--- config.mk ---
export PLATFORM = sky130hd
export DESIGN_NAME = sfad_datapath
export DESIGN_NICKNAME = d
export VERILOG_FILES = /design/src/sfad_pkg.sv /design/src/sfad_datapath.sv
export SDC_FILE = /design/constraint.sdc
export NUM_CORES = 1
export LEC_CHECK = 0
export BUFFER_PORTS_ARGS = -buffer_cell sky130_fd_sc_hd__buf_2
export CORE_AREA = 5 5 147 149
export CTS_BUF_LIST = sky130_fd_sc_hd__clkbuf_4 sky130_fd_sc_hd__clkbuf_8
export DETAILED_ROUTE_END_ITERATION = 10
export DIE_AREA = 0 0 152 154
export GPL_ROUTABILITY_DRIVEN = 0
export PLACE_DENSITY = 0.5
export SYNTH_ARGS = -nofsm -noshare
export SYNTH_HDL_FRONTEND = slang
export SYNTH_SLANG_ARGS = --single-unit
--- constraint.sdc ---
create_clock -name I_CORE_CLK -period 2.5 [get_ports I_CORE_CLK]
set_input_delay 0.5 -clock I_CORE_CLK [delete_from_list [all_inputs] [get_ports I_CORE_CLK]]
set_output_delay 0.5 -clock I_CORE_CLK [all_outputs]
set_load 0.05 [all_outputs]
--- src/sfad_pkg.sv ---
package sfad_pkg;
  localparam int unsigned ADDR_W    = 4;
  localparam int unsigned DATA_W    = 32;
  // register byte offsets
  localparam logic [3:0]  REG_INSTR  = 4'h0;
  localparam logic [3:0]  REG_ACCUM  = 4'h4;
  localparam logic [3:0]  REG_STATUS = 4'h8;
  localparam logic [3:0]  REG_BANK   = 4'hc;
  // opcode patterns and operand fields
  localparam logic [7:0]  OPC_LIT    = 8'h08;
  localparam logic [5:0]  OPC_FILE   = 6'h17;
  localparam int unsigned DEST_BIT   = 9;
  localparam int unsigned ACC_BIT    = 8;
  localparam logic [3:0]  ACCESS_BANK = 4'h0;
  // flag positions inside the five-bit flag field, then busy and illegal bit positions in the status word
  localparam int unsigned FLG_C  = 0;
  localparam int unsigned FLG_DC = 1;
  localparam int unsigned FLG_Z  = 2;
  localparam int unsigned FLG_OV = 3;
  localparam int unsigned FLG_N  = 4;
  localparam int unsigned STAT_BUSY    = 8;
  localparam int unsigned STAT_ILLEGAL = 9;
  // reset values and bus answers
  localparam logic [7:0]  ACCUM_RST = 8'h00;
  localparam logic [3:0]  BANK_RST  = 4'h0;
  localparam logic [15:0] INSTR_RST = 16'h0000;
  localparam logic [1:0]  RESP_OKAY   = 2'h0;
  localparam logic [1:0]  RESP_SLVERR = 2'h2;

  typedef enum logic [2:0] {
    PH_IDLE = 3'b000,
    PH_Q1   = 3'b001,
    PH_Q2   = 3'b010,
    PH_Q3   = 3'b011,
    PH_Q4   = 3'b100
  } sfad_phase_t;

  typedef struct packed {
    logic [11:0] addr;
    logic        rd;
    logic        we;
    logic [7:0]  wdata;
  } sfad_file_req_t;

  typedef struct packed {
    logic [7:0] result;
    logic [4:0] flags;
  } sfad_alu_t;

  typedef struct packed {
    sfad_phase_t    ph;
    logic [15:0]    instr;
    logic           is_file;
    logic           illegal;
    logic [7:0]     operand;
    sfad_alu_t      alu;
    logic [7:0]     accum;
    logic [4:0]     flags;
    logic [3:0]     bank;
    sfad_file_req_t file_req;
    logic           aw_full;
    logic [3:0]     aw_addr;
    logic           w_full;
    logic [31:0]    w_data;
    logic [3:0]     w_strb;
    logic           b_valid;
    logic [1:0]     b_resp;
    logic           r_valid;
    logic [31:0]    r_data;
    logic [1:0]     r_resp;
  } sfad_state_t;
endpackage : sfad_pkg

--- src/sfad_datapath.sv ---
module sfad_datapath (
  input  wire logic                    I_CORE_CLK,
  input  wire logic                    I_RESET,
  input  wire logic [3:0]              I_AXI_AWADDR,
  input  wire logic                    I_AXI_AWVALID,
  output logic                         O_AXI_AWREADY,
  input  wire logic [31:0]             I_AXI_WDATA,
  input  wire logic [3:0]              I_AXI_WSTRB,
  input  wire logic                    I_AXI_WVALID,
  output logic                         O_AXI_WREADY,
  output logic [1:0]                   O_AXI_BRESP,
  output logic                         O_AXI_BVALID,
  input  wire logic                    I_AXI_BREADY,
  input  wire logic [3:0]              I_AXI_ARADDR,
  input  wire logic                    I_AXI_ARVALID,
  output logic                         O_AXI_ARREADY,
  output logic [31:0]                  O_AXI_RDATA,
  output logic [1:0]                   O_AXI_RRESP,
  output logic                         O_AXI_RVALID,
  input  wire logic                    I_AXI_RREADY,
  output sfad_pkg::sfad_file_req_t     O_FILE_REQ,
  input  wire logic [7:0]              I_FILE_RDATA,
  output logic [7:0]                   O_ACCUM,
  output logic [4:0]                   O_FLAGS,
  output logic                         O_BUSY
);
  sfad_pkg::sfad_state_t st;
  sfad_pkg::sfad_state_t next_st;

  function automatic logic is_mapped(input logic [3:0] a);
    return a == sfad_pkg::REG_INSTR || a == sfad_pkg::REG_ACCUM ||
           a == sfad_pkg::REG_STATUS || a == sfad_pkg::REG_BANK;
  endfunction : is_mapped

  function automatic logic [31:0] merge(input logic [31:0] old, input logic [31:0] nw,
                                        input logic [3:0] strb);
    logic [31:0] m;
    m = old;
    for (int i = 0; i < 4; i++) begin
      if (strb[i]) begin
        m[i*8 +: 8] = nw[i*8 +: 8];
      end
    end
    return m;
  endfunction : merge

  // minuend minus subtrahend by adding the complement; carry out means no borrow
  function automatic sfad_pkg::sfad_alu_t subtract(input logic [7:0] m, input logic [7:0] s);
    sfad_pkg::sfad_alu_t r;
    logic [8:0] full;
    logic [4:0] low;
    full = {1'b0, m} + {1'b0, ~s} + 9'h001;
    low  = {1'b0, m[3:0]} + {1'b0, ~s[3:0]} + 5'h01;
    r.result               = full[7:0];
    r.flags                = 5'h00;
    r.flags[sfad_pkg::FLG_C]  = full[8];
    r.flags[sfad_pkg::FLG_DC] = low[4];
    r.flags[sfad_pkg::FLG_Z]  = full[7:0] == 8'h00;
    r.flags[sfad_pkg::FLG_OV] = (m[7] != s[7]) && (full[7] != m[7]);
    r.flags[sfad_pkg::FLG_N]  = full[7];
    return r;
  endfunction : subtract

  function automatic logic [31:0] read_reg(input logic [3:0] a, input sfad_pkg::sfad_state_t s);
    logic [31:0] d;
    d = 32'h0000_0000;
    unique case (a)
      sfad_pkg::REG_INSTR:  d[15:0] = s.instr;
      sfad_pkg::REG_ACCUM:  d[7:0]  = s.accum;
      sfad_pkg::REG_STATUS: begin
        d[4:0]                    = s.flags;
        d[sfad_pkg::STAT_BUSY]    = s.ph != sfad_pkg::PH_IDLE;
        d[sfad_pkg::STAT_ILLEGAL] = s.illegal;
      end
      sfad_pkg::REG_BANK:   d[3:0]  = s.bank;
      default:              d       = 32'h0000_0000;
    endcase
    return d;
  endfunction : read_reg

  logic [31:0] wr_word;
  logic        wr_fire;

  assign O_AXI_AWREADY = !st.aw_full;
  assign O_AXI_WREADY  = !st.w_full;
  assign O_AXI_ARREADY = !st.r_valid;
  assign O_AXI_BVALID  = st.b_valid;
  assign O_AXI_BRESP   = st.b_resp;
  assign O_AXI_RVALID  = st.r_valid;
  assign O_AXI_RDATA   = st.r_data;
  assign O_AXI_RRESP   = st.r_resp;
  assign O_FILE_REQ    = st.file_req;
  assign O_ACCUM       = st.accum;
  assign O_FLAGS       = st.flags;
  assign O_BUSY        = st.ph != sfad_pkg::PH_IDLE;

  always_comb begin
    next_st = st;
    wr_fire = st.aw_full && st.w_full && !st.b_valid;
    wr_word = merge(read_reg(st.aw_addr, st), st.w_data, st.w_strb);
    // bus slave: address and data taken in either order, applied once both are held
    if (I_AXI_AWVALID && !st.aw_full) begin
      next_st.aw_full = 1'b1;
      next_st.aw_addr = I_AXI_AWADDR;
    end
    if (I_AXI_WVALID && !st.w_full) begin
      next_st.w_full = 1'b1;
      next_st.w_data = I_AXI_WDATA;
      next_st.w_strb = I_AXI_WSTRB;
    end
    if (st.b_valid && I_AXI_BREADY) begin
      next_st.b_valid = 1'b0;
    end
    if (wr_fire) begin
      next_st.aw_full = 1'b0;
      next_st.w_full  = 1'b0;
      next_st.b_valid = 1'b1;
      next_st.b_resp  = is_mapped(st.aw_addr) ? sfad_pkg::RESP_OKAY : sfad_pkg::RESP_SLVERR;
    end
    if (st.r_valid && I_AXI_RREADY) begin
      next_st.r_valid = 1'b0;
    end
    if (I_AXI_ARVALID && !st.r_valid) begin
      next_st.r_valid = 1'b1;
      next_st.r_data  = read_reg(I_AXI_ARADDR, st);
      next_st.r_resp  = is_mapped(I_AXI_ARADDR) ? sfad_pkg::RESP_OKAY : sfad_pkg::RESP_SLVERR;
    end
    // execution phases
    unique case (st.ph)
      sfad_pkg::PH_IDLE: begin
        if (wr_fire && st.aw_addr == sfad_pkg::REG_INSTR) begin
          next_st.instr   = wr_word[15:0];
          next_st.illegal = 1'b0;
          next_st.ph      = sfad_pkg::PH_Q1;
        end
        if (wr_fire && st.aw_addr == sfad_pkg::REG_ACCUM) begin
          next_st.accum = wr_word[7:0];
        end
        if (wr_fire && st.aw_addr == sfad_pkg::REG_BANK) begin
          next_st.bank = wr_word[3:0];
        end
      end
      sfad_pkg::PH_Q1: begin
        if (st.instr[15:8] == sfad_pkg::OPC_LIT) begin
          next_st.is_file = 1'b0;
          next_st.ph      = sfad_pkg::PH_Q2;
        end else if (st.instr[15:10] == sfad_pkg::OPC_FILE) begin
          next_st.is_file       = 1'b1;
          next_st.file_req.rd   = 1'b1;
          next_st.file_req.addr = {st.instr[sfad_pkg::ACC_BIT] ? st.bank
                                   : sfad_pkg::ACCESS_BANK, st.instr[7:0]};
          next_st.ph            = sfad_pkg::PH_Q2;
        end else begin
          next_st.illegal = 1'b1;
          next_st.ph      = sfad_pkg::PH_IDLE;
        end
      end
      sfad_pkg::PH_Q2: begin
        next_st.operand     = st.is_file ? I_FILE_RDATA : st.instr[7:0];
        next_st.file_req.rd = 1'b0;
        next_st.ph          = sfad_pkg::PH_Q3;
      end
      sfad_pkg::PH_Q3: begin
        next_st.alu = subtract(st.operand, st.accum);
        if (st.is_file && st.instr[sfad_pkg::DEST_BIT]) begin
          next_st.file_req.we    = 1'b1;
          next_st.file_req.wdata = next_st.alu.result;
        end
        next_st.ph = sfad_pkg::PH_Q4;
      end
      sfad_pkg::PH_Q4: begin
        next_st.flags = st.alu.flags;
        if (!st.is_file || !st.instr[sfad_pkg::DEST_BIT]) begin
          next_st.accum = st.alu.result;
        end
        next_st.file_req.we = 1'b0;
        next_st.ph          = sfad_pkg::PH_IDLE;
      end
      default: next_st.ph = sfad_pkg::PH_IDLE;
    endcase
  end

  always_ff @(posedge I_CORE_CLK) begin
    if (I_RESET) begin
      st          <= '0;
      st.ph       <= sfad_pkg::PH_IDLE;
      st.instr    <= sfad_pkg::INSTR_RST;
      st.accum    <= sfad_pkg::ACCUM_RST;
      st.bank     <= sfad_pkg::BANK_RST;
    end else begin
      st <= next_st;
    end
  end

  logic lit_q1;
  logic file_q4;
  assign lit_q1  = st.ph == sfad_pkg::PH_Q1 && st.instr[15:8] == sfad_pkg::OPC_LIT;
  assign file_q4 = st.ph == sfad_pkg::PH_Q4 && st.is_file;
endmodule : sfad_datapath

# Word level (Yosys, flattened, before mapping)
# Index checks and enable logic that the tools add are counted.
[totals] latchBits=0 word_cells=140 mem_bits_ro=0 inputBits=59 ramBits=0 regBits=127 mem_count=0 out_inout_bits=77
[classes] shifts=0 n_div=0 bitwise_logic=3 n_mux=38 multipliers=0 n_addsub=4 n_lt_le_gt_ge=0 reduce_logical=48 n_eq_ne=22
[op_table] cell="8-bit 2-to-1 mux" n=5
[op_table] cell="35-bit 2-to-1 mux" n=1
[op_table] cell="4-bit case mux with 4 select lines" n=2
[op_table] cell="19-bit 2-to-1 mux" n=1
[op_table] cell="4-bit equality test (second input constant)" n=4
[op_table] cell="2-bit != test (second input constant)" n=8
[op_table] cell="8-bit case mux with 2 select lines" n=1
[op_table] cell="2-bit nonzero test" n=7
[op_table] cell="1-bit logical AND" n=12
[op_table] cell="6-bit 2-to-1 mux" n=2
[op_table] cell="3-bit case mux with 2 select lines" n=2
[op_table] cell="3-bit case mux with 4 select lines" n=1
[op_table] cell="3-bit AND reduction" n=4
[op_table] cell="2-bit AND reduction" n=5
[op_table] cell="8-bit by 8-bit adder with 9-bit output" n=1
[op_table] cell="9-bit by 1-bit adder with 9-bit output (second input constant)" n=1
[op_table] cell="1-bit 2-to-1 mux" n=9
[op_table] cell="9-bit 2-to-1 mux" n=1
[op_table] cell="4-bit by 3-bit equality test with 1-bit output (second input constant)" n=2
[op_table] cell="8-bit by 4-bit equality test with 1-bit output (second input constant)" n=1
[op_table] cell="4-bit zero test" n=2
[op_table] cell="8-bit zero test" n=1
[op_table] cell="8-bit NOT" n=1
[op_table] cell="2-bit case mux with 2 select lines" n=2
[op_table] cell="other kinds (20)" n=39

# Longest topological paths before layout
# Gate-level depths: netlist (run 1).
[depth] word_depth=6 mapped_depth=10 depth_no_buf=10

# Worst setup path before layout (run 1)
# Ideal clock, no wire load.
[synth_timing] path_kind="register to register" start="register st (netlist bit O_ACCUM[0])" end="register st[121] (netlist name)" arrival_time_ns=2.204 n_path_buf=0 path_slack_ns=0.212 path_stages_with_launch=9 cell_sequence="dfxtp_1 -> ha_1 -> inv_1 -> fa_1 -> a21o_2 -> a21oi_1 -> xnor2_1 -> or4_1 -> o31ai_2"
[synth_between] elab_chain_cells=4
[synth_rtl] item="from (decl)" line="sfad_datapath.sv:27" rtl="sfad_pkg::sfad_state_t st;"
[synth_rtl] item="from (signal assigned)" line="sfad_datapath.sv:191" rtl="st <= next_st;"
[synth_rtl] item="8-bit NOT" line="sfad_datapath.sv:52" rtl="full = {1'b0, m} + {1'b0, ~s} + 9'h001;"
[synth_rtl] item="8-bit by 8-bit adder with 9-bit output" line="sfad_datapath.sv:52"
[synth_rtl] item="9-bit by 1-bit adder with 9-bit output" line="sfad_datapath.sv:52"
[synth_rtl] item="8-bit zero test" line="sfad_datapath.sv:58" rtl="r.flags[sfad_pkg::FLG_Z] = full[7:0] == 8'h00;"
# No other way between the ends.
# A chain may end at the register's enable or synchronous reset.

# Final worst setup path (run 1)
[layout_timing] start="register st (netlist bit O_ACCUM[2])" end="register st[121] (netlist name)"
# Same word-level chain as after synthesis.

==> results of run 1 <==
timing repair:
action / in CTS / in global routing
endpoints found under the setup margin: 0 / 1
resized for setup: 0 / 2
endpoints found under the hold margin: 0 / 0
hold buffers: 0 / 0
stage by stage:
step	total power [W]	worst slack (ns)	utilization, %	hold slack [ns]	std cells
3_3_place_gp	0.002405	0.1370	31.49	0.4407	1012
4_1_cts	0.004402	0.1041	33.73	0.2117	1044
3_5_place_dp	0.002406	0.1249	31.49	0.4434	1012
2_1_floorplan	0.002328	0.2118	-	0.4319	732
5_1_grt	0.004523	0.04839	33.76	0.2284	1044
6_report	0.004346	0.2079	33.76	0.2416	1044
cell type report:
cell class,instances,area (µm²)
inverters,13,48.80
clock inverters,11,165.2
well taps,270,337.8
multi-input cells,482,2758
clock buffers,21,282.8
flip-flops and latches,124,2482
fillers,2191,13270
repair buffers,123,690.7
power by group through the flow:
stage	Sequential [W]	Combinational (W)	Clock, W
2_1_floorplan	0.00207	0.000257	0
3_3_place_gp	0.00208	0.000326	0
3_5_place_dp	0.00208	0.000327	0
4_1_cts	0.00203	0.000327	0.00204
5_1_grt	0.00204	0.000355	0.00213
6_report	0.00203	0.000326	0.00199
worst max-delay path: cells and delay by family, from the launching register on:
kind / cells / cell delay (ns)
buffers and inverters: 1 / 0.08
flip-flops: 1 / 0.40
adder cells (fa/ha/maj): 1 / 0.37
XOR/XNOR: 1 / 0.15
AND/OR/NAND/NOR: 2 / 0.77
AO/OA/AOI/OAI: 3 / 0.44
layer usage:
| layer | wire [µm] | part of all wire [%] |
|---|---|---|
| met5 | 20 | 0.12 |
| met4 | 161 | 0.95 |
| met1 | 8633 | 51 |
| met3 | 1055 | 6.2 |
| met2 | 7041 | 42 |
synth_stat cells (all sizes together), types with 2 or more instances:
cell type / n / area (µm²)
a211oi: 19 / 142.6
a21oi: 88 / 444.2
a221oi: 2 / 17.52
a222oi: 4 / 40.04
a22oi: 7 / 52.55
and2: 2 / 12.51
buf: 79 / 573.1
clkbuf: 34 / 127.6
dfxtp: 124 / 2482
ha: 8 / 100.1
inv: 13 / 48.80
mux2: 4 / 45.04
mux2i: 30 / 300.3
mux4: 4 / 90.09
nand2: 111 / 419.2
nand2b: 5 / 31.28
nand3: 15 / 80.08
nand3b: 5 / 37.54
nand4: 2 / 12.51
nor2: 90 / 337.8
nor2b: 6 / 37.54
nor3: 13 / 75.07
nor4: 7 / 50.05
o21a: 2 / 15.01
o21ai: 9 / 45.04
o21bai: 2 / 15.01
or2: 2 / 12.51
or4: 2 / 15.01
xnor2: 6 / 52.55
registers in the layout (all words and copies together) (netlist names):
register      count
O_ACCUM           8
O_AXI_BRESP       1
O_AXI_BVALID      1
O_AXI_RDATA      16
O_AXI_RRESP       1
O_AXI_RVALID      1
O_FILE_REQ       22
O_FLAGS           5
st               69
cells in the final DEF, fill, tap and decap left out, types with 7 or more instances in the layout:
cell        n
a211oi_1   19
mux2i_1    30
a22oi_1     7
nand3_1    14
a21oi_1    86
ha_1        8
nor3_1     11
o21ai_0     9
inv_1      13
clkbuf_8   20
nor2_1     90
conb_1     18
buf_2      98
nand2_1   110
buf_4      24
dfxtp_1   124
worst min-delay path by stage:
stage | to | slack [ns] | depth (start not counted)
after floorplan | O_FLAGS[2] | 0.43 | 2
after global placement | O_FILE_REQ[21] | 0.44 | 2
after detailed placement | O_FILE_REQ[21] | 0.44 | 2
after CTS | O_AXI_RVALID | 0.21 | 2
after global routing | O_AXI_RVALID | 0.23 | 2
final | O_AXI_RVALID | 0.24 | 2
cells by family after synthesis:
| logic type | Yosys count | share of synthesized area [%] |
|---|---|---|
| and+or+nand+nor | 268 | 20.27 |
| AOI/OAI and AO/OA | 143 | 14.73 |
| buffers and inverters | 126 | 12.67 |
| DFF | 124 | 41.98 |
| muxes | 38 | 7.364 |
| adders and majority gates | 9 | 2.031 |
| xor gates and xnor gates | 6 | 0.8887 |
| other | 1 | 0.06342 |
==> results by group, run 1 <==
Pwr
  – PD cells: approximately 640 nW/µm²
  – Switching share of power: 24.84%
  – Int Power: ~0.0033 W
  – Net switching power: around 0.0011 W
  – Proportion of power drawn by combinational gates: under 10%
  – Leakage: approximately 2.7 nW
  – Seq pwr share: between 40% and 50%
  – Max VDD drop: around 0.30 mV
  – Clock share of power: approximately 46%

Die
  – Ports: roughly 140
  – Row cnt: 52
  – Die Wd: 152 µm
  – Die area: ~23000 µm²
  – CORE AREA: ~20000 µm²
  – Starting Density: 29.51%
  – Die Y: ~150 µm

Clock tree
  – Clk buf depth: 2
  – Sink Count: approximately 120
  – CTS tree: yes
  – Clock latency on the worst-skew pair: 0.44 ns
  – CTS clk-pin slew, worst paths: 0.07 ns
  – Root Buffer: clkbuf_8
  – Post-CTS setup buffer count: 0
  – Num CTS Buffers: 17
  – H-tree depth: 4

Global routing
  – GR met2 Demand/Resource: 20.30%
  – GR Util met1: 21.28%
  – Initial antenna violation count: 1
  – Met3 usage: a little under 4%
  – Pin count of the biggest net entering global routing: between 100 and 150
  – Global routing's busiest layer: met1
  – First-pass GRT wire length: 26.70 mm
  – Vias in the first global route: between 4000 and 5000
  – Grt total ovfl: 0
  – Total track usage: around 14%

Hold path
  – Hold_sp: I_AXI_RREADY
  – Hold Crit Class: input pin to flop

Synthesis
  – Yosys cell types: 56
  – Yosys warning total: 0
  – Sequential fraction of the synthesis area: between 40% and 50%
  – Synthesized flop and latch total: 124
  – Share of synthesized flip-flops with an asynchronous set or reset: 0%
  – Number of flops mapped to enable cells by yosys: 0
  – Top_reg_cell synth: dfxtp_1
  – Post-Syn Area per Cell: 8.270 µm²
  – Mapped Cells: just over 700
  – Synthesized area: around 5900 µm²

Drt
  – Initial DRC Count: between 300 and 400
  – DR DRC count: 0
  – Mean routed wirelength per cell: 16.20 µm
  – DRT Wirelength: between 15 and 20 mm
  – Routed vias: 4880
  – Detailed-router iteration count before antenna repair: 6
  – Post-route ant nets: 0
  – DR vias/cell: between 4 and 5

Timing
  – Slew margin rel.: 55.09%
  – Total negative setup slack: 0 ns
  – Fmax: about 440 MHz
  – Minimum clock period: between 2 and 2.5 ns
  – Final count of hold timing violations: 0
  – Final setup fails: 0
  – Worst Clk Skew: 0.009551 ns
  – RSZ-0062 raised after global routing: no
  – Max-slew violations: 0
  – Worst Tran Pin Value: roughly 0.67 ns
  – Fin crit share: 91.68%

Critical path
  – Crit. Startpoint: O_ACCUM[2]
  – Worst R2R Path Depth: 8
  – Startpoint Class: flop
  – R2r startpoint: O_ACCUM[2]
  – Slowest stage delay, CP: roughly 0.55 ns
  – CP Data Arrival Time: around 2.7 ns
  – CP required: between 2 and 3 ns
  – Critical Path Sink: st[121]
  – R2r endpoint: st[121]
  – Crit Path Class: flop to flop
  – Slowest stage cell, crit path: or4_1
  – Reg-to-reg slack, setup: 0.21 ns
  – CP cell instances: inv_1 -> ha_1 -> o211ai_2 -> a21oi_2 -> nor3_2 -> xnor2_1 -> or4_1 -> o31ai_2
  – Critical path capture point type: flop
  – Crit-path max FO: 5

Layout
  – Layout cell share with drive strength beyond 1: a little under a quarter
  – Layout Cell Area excl Fill: between 6000 and 7000 µm²
  – Final #Nets: between 800 and 900
  – Area growth syn-to-layout: 14.41%
  – Ant diodes: 0

Placement
  – Detailed placer's ending HPWL: ~13 mm
  – Post-Place Cell Area: between 6000 and 7000 µm²
  – IO buf count: around 100

Job
  – Max Cap Viol: 0

Outcome
  – Status: finished clean
No activity file was read; power rests on OpenSTA's default activity.
==> run 2, diff against run 1 <==
Settings changed: CORE_AREA 5 5 147 149 to 5 5 109 111, CTS_BUF_LIST sky130_fd_sc_hd__clkbuf_4 sky130_fd_sc_hd__clkbuf_8 to sky130_fd_sc_hd__clkbuf_8, DIE_AREA 0 0 152 154 to 0 0 114 116, PLACE_DENSITY 0.5 to 0.82.
==> results by group, run 2 (synthesis gave the netlist of run 1 again) <==
Outcome
  – Status: finished clean (unchanged)

Critical path
  – CP required: 2.86 ns (was 2.85 ns)
  – R2r startpoint: st[132] (was O_ACCUM[2])
  – Startpoint Class: flop (unchanged)
  – Crit-path max FO: 3 (was 5)
  – Crit. Startpoint: st[132] (was O_ACCUM[2])
  – Crit Path Class: flop to flop (unchanged)
  – Critical path capture point type: flop (unchanged)
  – CP Data Arrival Time: 2.75 ns (was 2.65 ns)

Die
  – Die area: 13220 µm² (was 23410 µm²)
  – Starting Density: 55.27% (was 29.51%)
  – CORE AREA: 10700 µm² (was 20040 µm²)
  – Row cnt: 38 (was 52)
  – Ports: 136 (unchanged)
  – Die Wd: 114 µm (was 152 µm)
  – Die Y: 116 µm (was 154 µm)

Layout
  – Area growth syn-to-layout: 9.014% (was 14.41%)
  – Layout Cell Area excl Fill: 6446 µm² (was 6765 µm²)
  – Most common cell after layout, fill and taps aside: dfxtp_1 (unchanged)
  – Non-filler instance count after layout: 905 (was 1044)
  – Max FFs per register: 69 (unchanged)
  – Largest Register: st (unchanged)
  – Area of the multi-input gates: 2755 µm² (was 2758 µm²)
  – Layout cell share with drive strength beyond 1: 22.61% (was 23.64%)
  – Final #Nets: 820 (was 829)
  – Final core utilization: 60.26% (was 33.76%)
  – Most frequent cells in the layout: dfxtp_1 (124), nand2_1 (110), buf_2 (98) (unchanged)
  – FF+latch area: 2482 µm² (unchanged)
  – FILL cells: 964 (was 2191)
  – Ant diodes: 0 (unchanged)

Placement
  – IO buf count: 99 (unchanged)
  – Placed insts: 873 (was 1012)
  – Post-Place Cell Area: 6081 µm² (was 6311 µm²)
  – Detailed placer's ending HPWL: 11.08 mm (was 12.52 mm)

Timing
  – Minimum clock period: 2.389 ns (was 2.292 ns)
  – Fmax: 418.6 MHz (was 436.3 MHz)
  – Worst Tran Pin Value: 0.7468 ns (was 0.6723 ns)
  – Max-slew violations: 0 (unchanged)
  – Total negative setup slack: 0 ns (unchanged)
  – Fin crit share: 95.56% (was 91.68%)
  – Slew margin rel.: 49.51% (was 55.09%)
  – RSZ-0062 raised after global routing: no (unchanged)
  – Final count of hold timing violations: 0 (unchanged)
  – Worst Clk Skew: 0.01360 ns (was 0.009551 ns)
  – Final setup fails: 0 (unchanged)

Clock tree
  – Clock latency on the worst-skew pair: 0.45 ns (was 0.44 ns)
  – Sink Count: 124 (unchanged)
  – H-tree depth: 4 (unchanged)
  – Root Buffer: clkbuf_8 (unchanged)
  – PostCTS Resize Cnt: 0 (unchanged)
  – CTS tree: yes (unchanged)
  – Post-CTS setup buffer count: 0 (unchanged)
  – Hold_buf cts: 0 (unchanged)
  – CTS clk-pin slew, worst paths: 0.08 ns (was 0.07 ns)
  – Num CTS Buffers: 17 (unchanged)
  – Clk buf depth: 2 (unchanged)

Global routing
  – First-pass GRT wire length: 24.22 mm (was 26.70 mm)
  – Initial antenna violation count: 0 (was 1)
  – Pin count of the biggest net entering global routing: 123 (unchanged)
  – Total track usage: 23.22% (was 14.30%)
  – Grt total ovfl: 0 (unchanged)
  – Vias in the first global route: 4912 (was 4706)

Drt
  – DRT Wirelength: 15.05 mm (was 16.91 mm)
  – Detailed-router iteration count before antenna repair: 10 (was 6)
  – Initial DRC Count: 532 (was 321)
  – DR DRC count: 0 (unchanged)
  – DR vias/cell: 5.571 (was 4.674)
  – Routed vias: 5042 (was 4880)
  – Post-route ant nets: 0 (unchanged)
  – Mean routed wirelength per cell: 16.63 µm (was 16.20 µm)

Pwr
  – Max VDD drop: 0.3884 mV (was 0.2984 mV)
  – Clock share of power: 40.6% (was 45.7%)
  – Leakage: 2.589 nW (was 2.682 nW)
  – Proportion of power drawn by combinational gates: 7.8% (was 7.5%)
  – Net switching power: 0.001151 W (was 0.001080 W)
  – Int Power: 0.002801 W (was 0.003267 W)
  – PD cells: 613.1 nW/µm² (was 642.4 nW/µm²)
  – Seq pwr share: 51.6% (was 46.8%)
  – Switching share of power: 29.13% (was 24.84%)

Hold path
  – Hold Crit Class: input pin to flop (unchanged)
  – Hold_sp: I_AXI_RREADY (unchanged)

Job
  – Max Cap Viol: 0 (unchanged)
==> run 2: changes by cell type in the layout (fill, tap and decap cells not counted), sizes merged <==
| cell | change |
|---|---|
| buf | -9 |
| bufinv | -4 |
| clkbuf | -4 |
| clkinv | -2 |
| clkinvlp | +1 |
| inv | +9 |
==> run 2: per-stage QoR <==
step                hold WS (ns)  total power [W]  worst slack [ns]
CTS                       0.2118         0.003973           0.04295
global route              0.2147         0.004113          0.007423
finish                    0.2368         0.003952            0.1111
global placement          0.4419         0.002376            0.1484
floorplan                 0.4319         0.002328            0.2118
detailed placement        0.4467         0.002387            0.1080
==> run 2: layer usage <==
layer,global-route usage [%],share of wire (%)
met5,0,0
met4,9.580,2.7
met3,6.789,11
met2,36.26,44
met1,30.22,42
==> run 2: power by group through the flow <==
stage / clock (W) / combinational [W] / sequential, W
finish: 0.00161 / 0.000307 / 0.00204
global route: 0.00174 / 0.000332 / 0.00204
CTS: 0.00163 / 0.000304 / 0.00204
detailed placement: 0 / 0.000304 / 0.00208
global placement: 0 / 0.000296 / 0.00208
floorplan: 0 / 0.000257 / 0.00207
==> run 2: worst paths after layout <==
check | endpoint | slack (ns) | cells after the start
worst max-delay path | st[121] | 0.11 | 9
worst max register to register | st[121] | 0.11 | 9
worst min-delay path | O_AXI_RVALID | 0.24 | 2
worst min register to register | O_FILE_REQ[19] | 0.45 | 2
==> run 2: layout make-up <==
| class | count | share of cell area [%] |
|---|---|---|
| Timing Repair Buffer | 114 | 9.666 |
| Multi-Input combinational cell | 482 | 42.74 |
| Inverter | 13 | 0.7570 |
| Tap cell | 140 | 2.717 |
| Sequential cell | 124 | 38.51 |
| Clock inverter | 15 | 1.980 |
| Clock buffer | 17 | 3.630 |
==> run 2: worst max-delay path: stages (launching register included) <==
cell,delay [ns]
dfxtp_1,0.32
inv_1,0.05
ha_1,0.15
inv_1,0.05
fa_1,0.42
a21o_2,0.24
a21oi_2,0.18
xnor2_1,0.14
or4_1,0.54
o31ai_2,0.21
==> run 3, diff against run 2 <==
Settings changed: CORE_AREA 5 5 109 111 to 5 5 111 113, CTS_BUF_LIST sky130_fd_sc_hd__clkbuf_8 to sky130_fd_sc_hd__clkbuf_16, DIE_AREA 0 0 114 116 to 0 0 116 118, PLACE_DENSITY 0.82 to 0.8.
==> results by group, run 3 (synthesis gave the netlist of run 1 again) <==
Placement
  – IO buf count: 99 (unchanged)
  – Post-Place Cell Area: 6085 µm² (was 6081 µm²)
  – Detailed placer's ending HPWL: 11.11 mm (was 11.08 mm)

Clock tree
  – Clk buf depth: 2 (unchanged)
  – Root Buffer: clkbuf_16 (was clkbuf_8)
  – Post-CTS setup buffer count: 0 (unchanged)
  – H-tree depth: 4 (unchanged)
  – CTS clk-pin slew, worst paths: 0.06 ns (was 0.08 ns)
  – Hold_buf cts: 0 (unchanged)
  – Sink Count: 124 (unchanged)
  – Clock latency on the worst-skew pair: 0.42 ns (was 0.45 ns)
  – PostCTS Resize Cnt: 0 (unchanged)
  – Num CTS Buffers: 17 (unchanged)
  – CTS tree: yes (unchanged)

Layout
  – Layout Cell Area excl Fill: 6730 µm² (was 6446 µm²)
  – Ant diodes: 0 (unchanged)
  – Final #Nets: 820 (unchanged)
  – Largest Register: st (unchanged)
  – FILL cells: 966 (was 964)
  – Layout cell share with drive strength beyond 1: 22.35% (was 22.61%)
  – Area growth syn-to-layout: 13.82% (was 9.014%)
  – Most common cell after layout, fill and taps aside: dfxtp_1 (unchanged)
  – Max FFs per register: 69 (unchanged)
  – Most frequent cells in the layout: dfxtp_1 (124), nand2_1 (110), buf_2 (98) (unchanged)

Timing
  – Final count of hold timing violations: 0 (unchanged)
  – RSZ-0062 raised after global routing: no (unchanged)
  – Fin crit share: 96.44% (was 95.56%)
  – Max-slew violations: 0 (unchanged)
  – Worst Clk Skew: 0.01132 ns (was 0.01360 ns)
  – Worst Tran Pin Value: 0.6947 ns (was 0.7468 ns)
  – Total negative setup slack: 0 ns (unchanged)
  – Fmax: 414.8 MHz (was 418.6 MHz)
  – Minimum clock period: 2.411 ns (was 2.389 ns)
  – Slew margin rel.: 53.04% (was 49.51%)
  – Final setup fails: 0 (unchanged)

Drt
  – Post-route ant nets: 0 (unchanged)
  – Routed vias: 5088 (was 5042)
  – Initial DRC Count: 661 (was 532)
  – Mean routed wirelength per cell: 17.04 µm (was 16.63 µm)
  – DR DRC count: 0 (unchanged)
  – Detailed-router iteration count before antenna repair: 5 (was 10)
  – DR vias/cell: 5.604 (was 5.571)
  – DRT Wirelength: 15.47 mm (was 15.05 mm)

Global routing
  – Initial antenna violation count: 0 (unchanged)
  – Grt total ovfl: 0 (unchanged)
  – First-pass GRT wire length: 24.44 mm (was 24.22 mm)
  – Total track usage: 22.62% (was 23.22%)
  – Pin count of the biggest net entering global routing: 123 (unchanged)
  – Vias in the first global route: 4827 (was 4912)

Pwr
  – PD cells: 747.4 nW/µm² (was 613.1 nW/µm²)
  – Leakage: 2.735 nW (was 2.589 nW)
  – Max VDD drop: 0.3972 mV (was 0.3884 mV)

Die
  – Die Wd: 116 µm (was 114 µm)
  – Ports: 136 (unchanged)
  – Die area: 13690 µm² (was 13220 µm²)
  – Starting Density: 52.69% (was 55.27%)
  – Die Y: 118 µm (was 116 µm)
  – Row cnt: 39 (was 38)
  – CORE AREA: 11220 µm² (was 10700 µm²)

Critical path
  – Crit Path Class: flop to flop (unchanged)
  – Critical path capture point type: flop (unchanged)
  – Crit-path max FO: 3 (unchanged)
  – CP required: 2.83 ns (was 2.86 ns)
  – CP Data Arrival Time: 2.74 ns (was 2.75 ns)
  – Startpoint Class: flop (unchanged)

Hold path
  – Hold Crit Class: input pin to flop (unchanged)

Job
  – Max Cap Viol: 0 (unchanged)

Outcome
  – Status: finished clean (unchanged)
## run 3: final timing paths
kind | slack [ns] | start | end | cells after the start
worst max-delay path | 0.09 | st[132] | st[121] | 9
worst min-delay path | 0.29 | I_AXI_RREADY | O_AXI_RVALID | 2
worst max register to register | 0.09 | st[132] | st[121] | 9
worst min register to register | 0.45 | O_AXI_RDATA[12] | O_AXI_RDATA[12] | 2
## run 3: layer usage
metal / part of all wire (%) / vias up / GRT usage (%) / routed length, µm
li1: - / 2435 / - / -
met1: 41 / 2341 / 30.42 / 6363
met2: 45 / 271 / 34.50 / 6979
met3: 11 / 41 / 5.039 / 1639
met4: 3.2 / 0 / 10.01 / 488
met5: 0 / - / 0 / 0
## run 3: report_power, final
part	internal [W]	switching (W)	leakage, nW
logic	0.0000834	0.000223	1.42
registers	0.00201	0.0000346	1.00
clock network	0.00177	0.000914	0.315
total	0.00386	0.00117	2.73
## run 3: critical path, stage by stage (launching register included)
cell and delay (ns):
dfxtp_1 0.31, inv_1 0.05, ha_1 0.15, inv_1 0.05
fa_1 0.41, a21o_2 0.23, a21oi_1 0.22, xnor2_1 0.14
or4_1 0.53, o31ai_2 0.21
## run 3: per-stage QoR
step / std cells / utilization, % / hold WS, ns / total power, W / setup slack [ns]
finish: 908 / 59.97 / 0.2873 / 0.005030 / 0.08911
global route: 908 / 59.97 / 0.2807 / 0.005175 / 0.009527
CTS: 908 / 59.97 / 0.2728 / 0.005040 / 0.1003
detailed placement: 876 / 54.21 / 0.4429 / 0.002385 / 0.1147
global placement: 876 / 54.21 / 0.4425 / 0.002377 / 0.1408
floorplan: 732 / - / 0.4319 / 0.002328 / 0.2118
## run 3: layout make-up
cell class                 instances  area [µm²]  share of cell area [%]
multi-input combinational        482        2751                   40.88
sequential                       124        2482                   36.88
timing repair buffer             114       623.1                   9.258
clock buffer                      17       425.4                   6.321
clock inverter                    15       220.2                   3.272
tap                              143       178.9                   2.658
inverter                          13       48.80                  0.7250
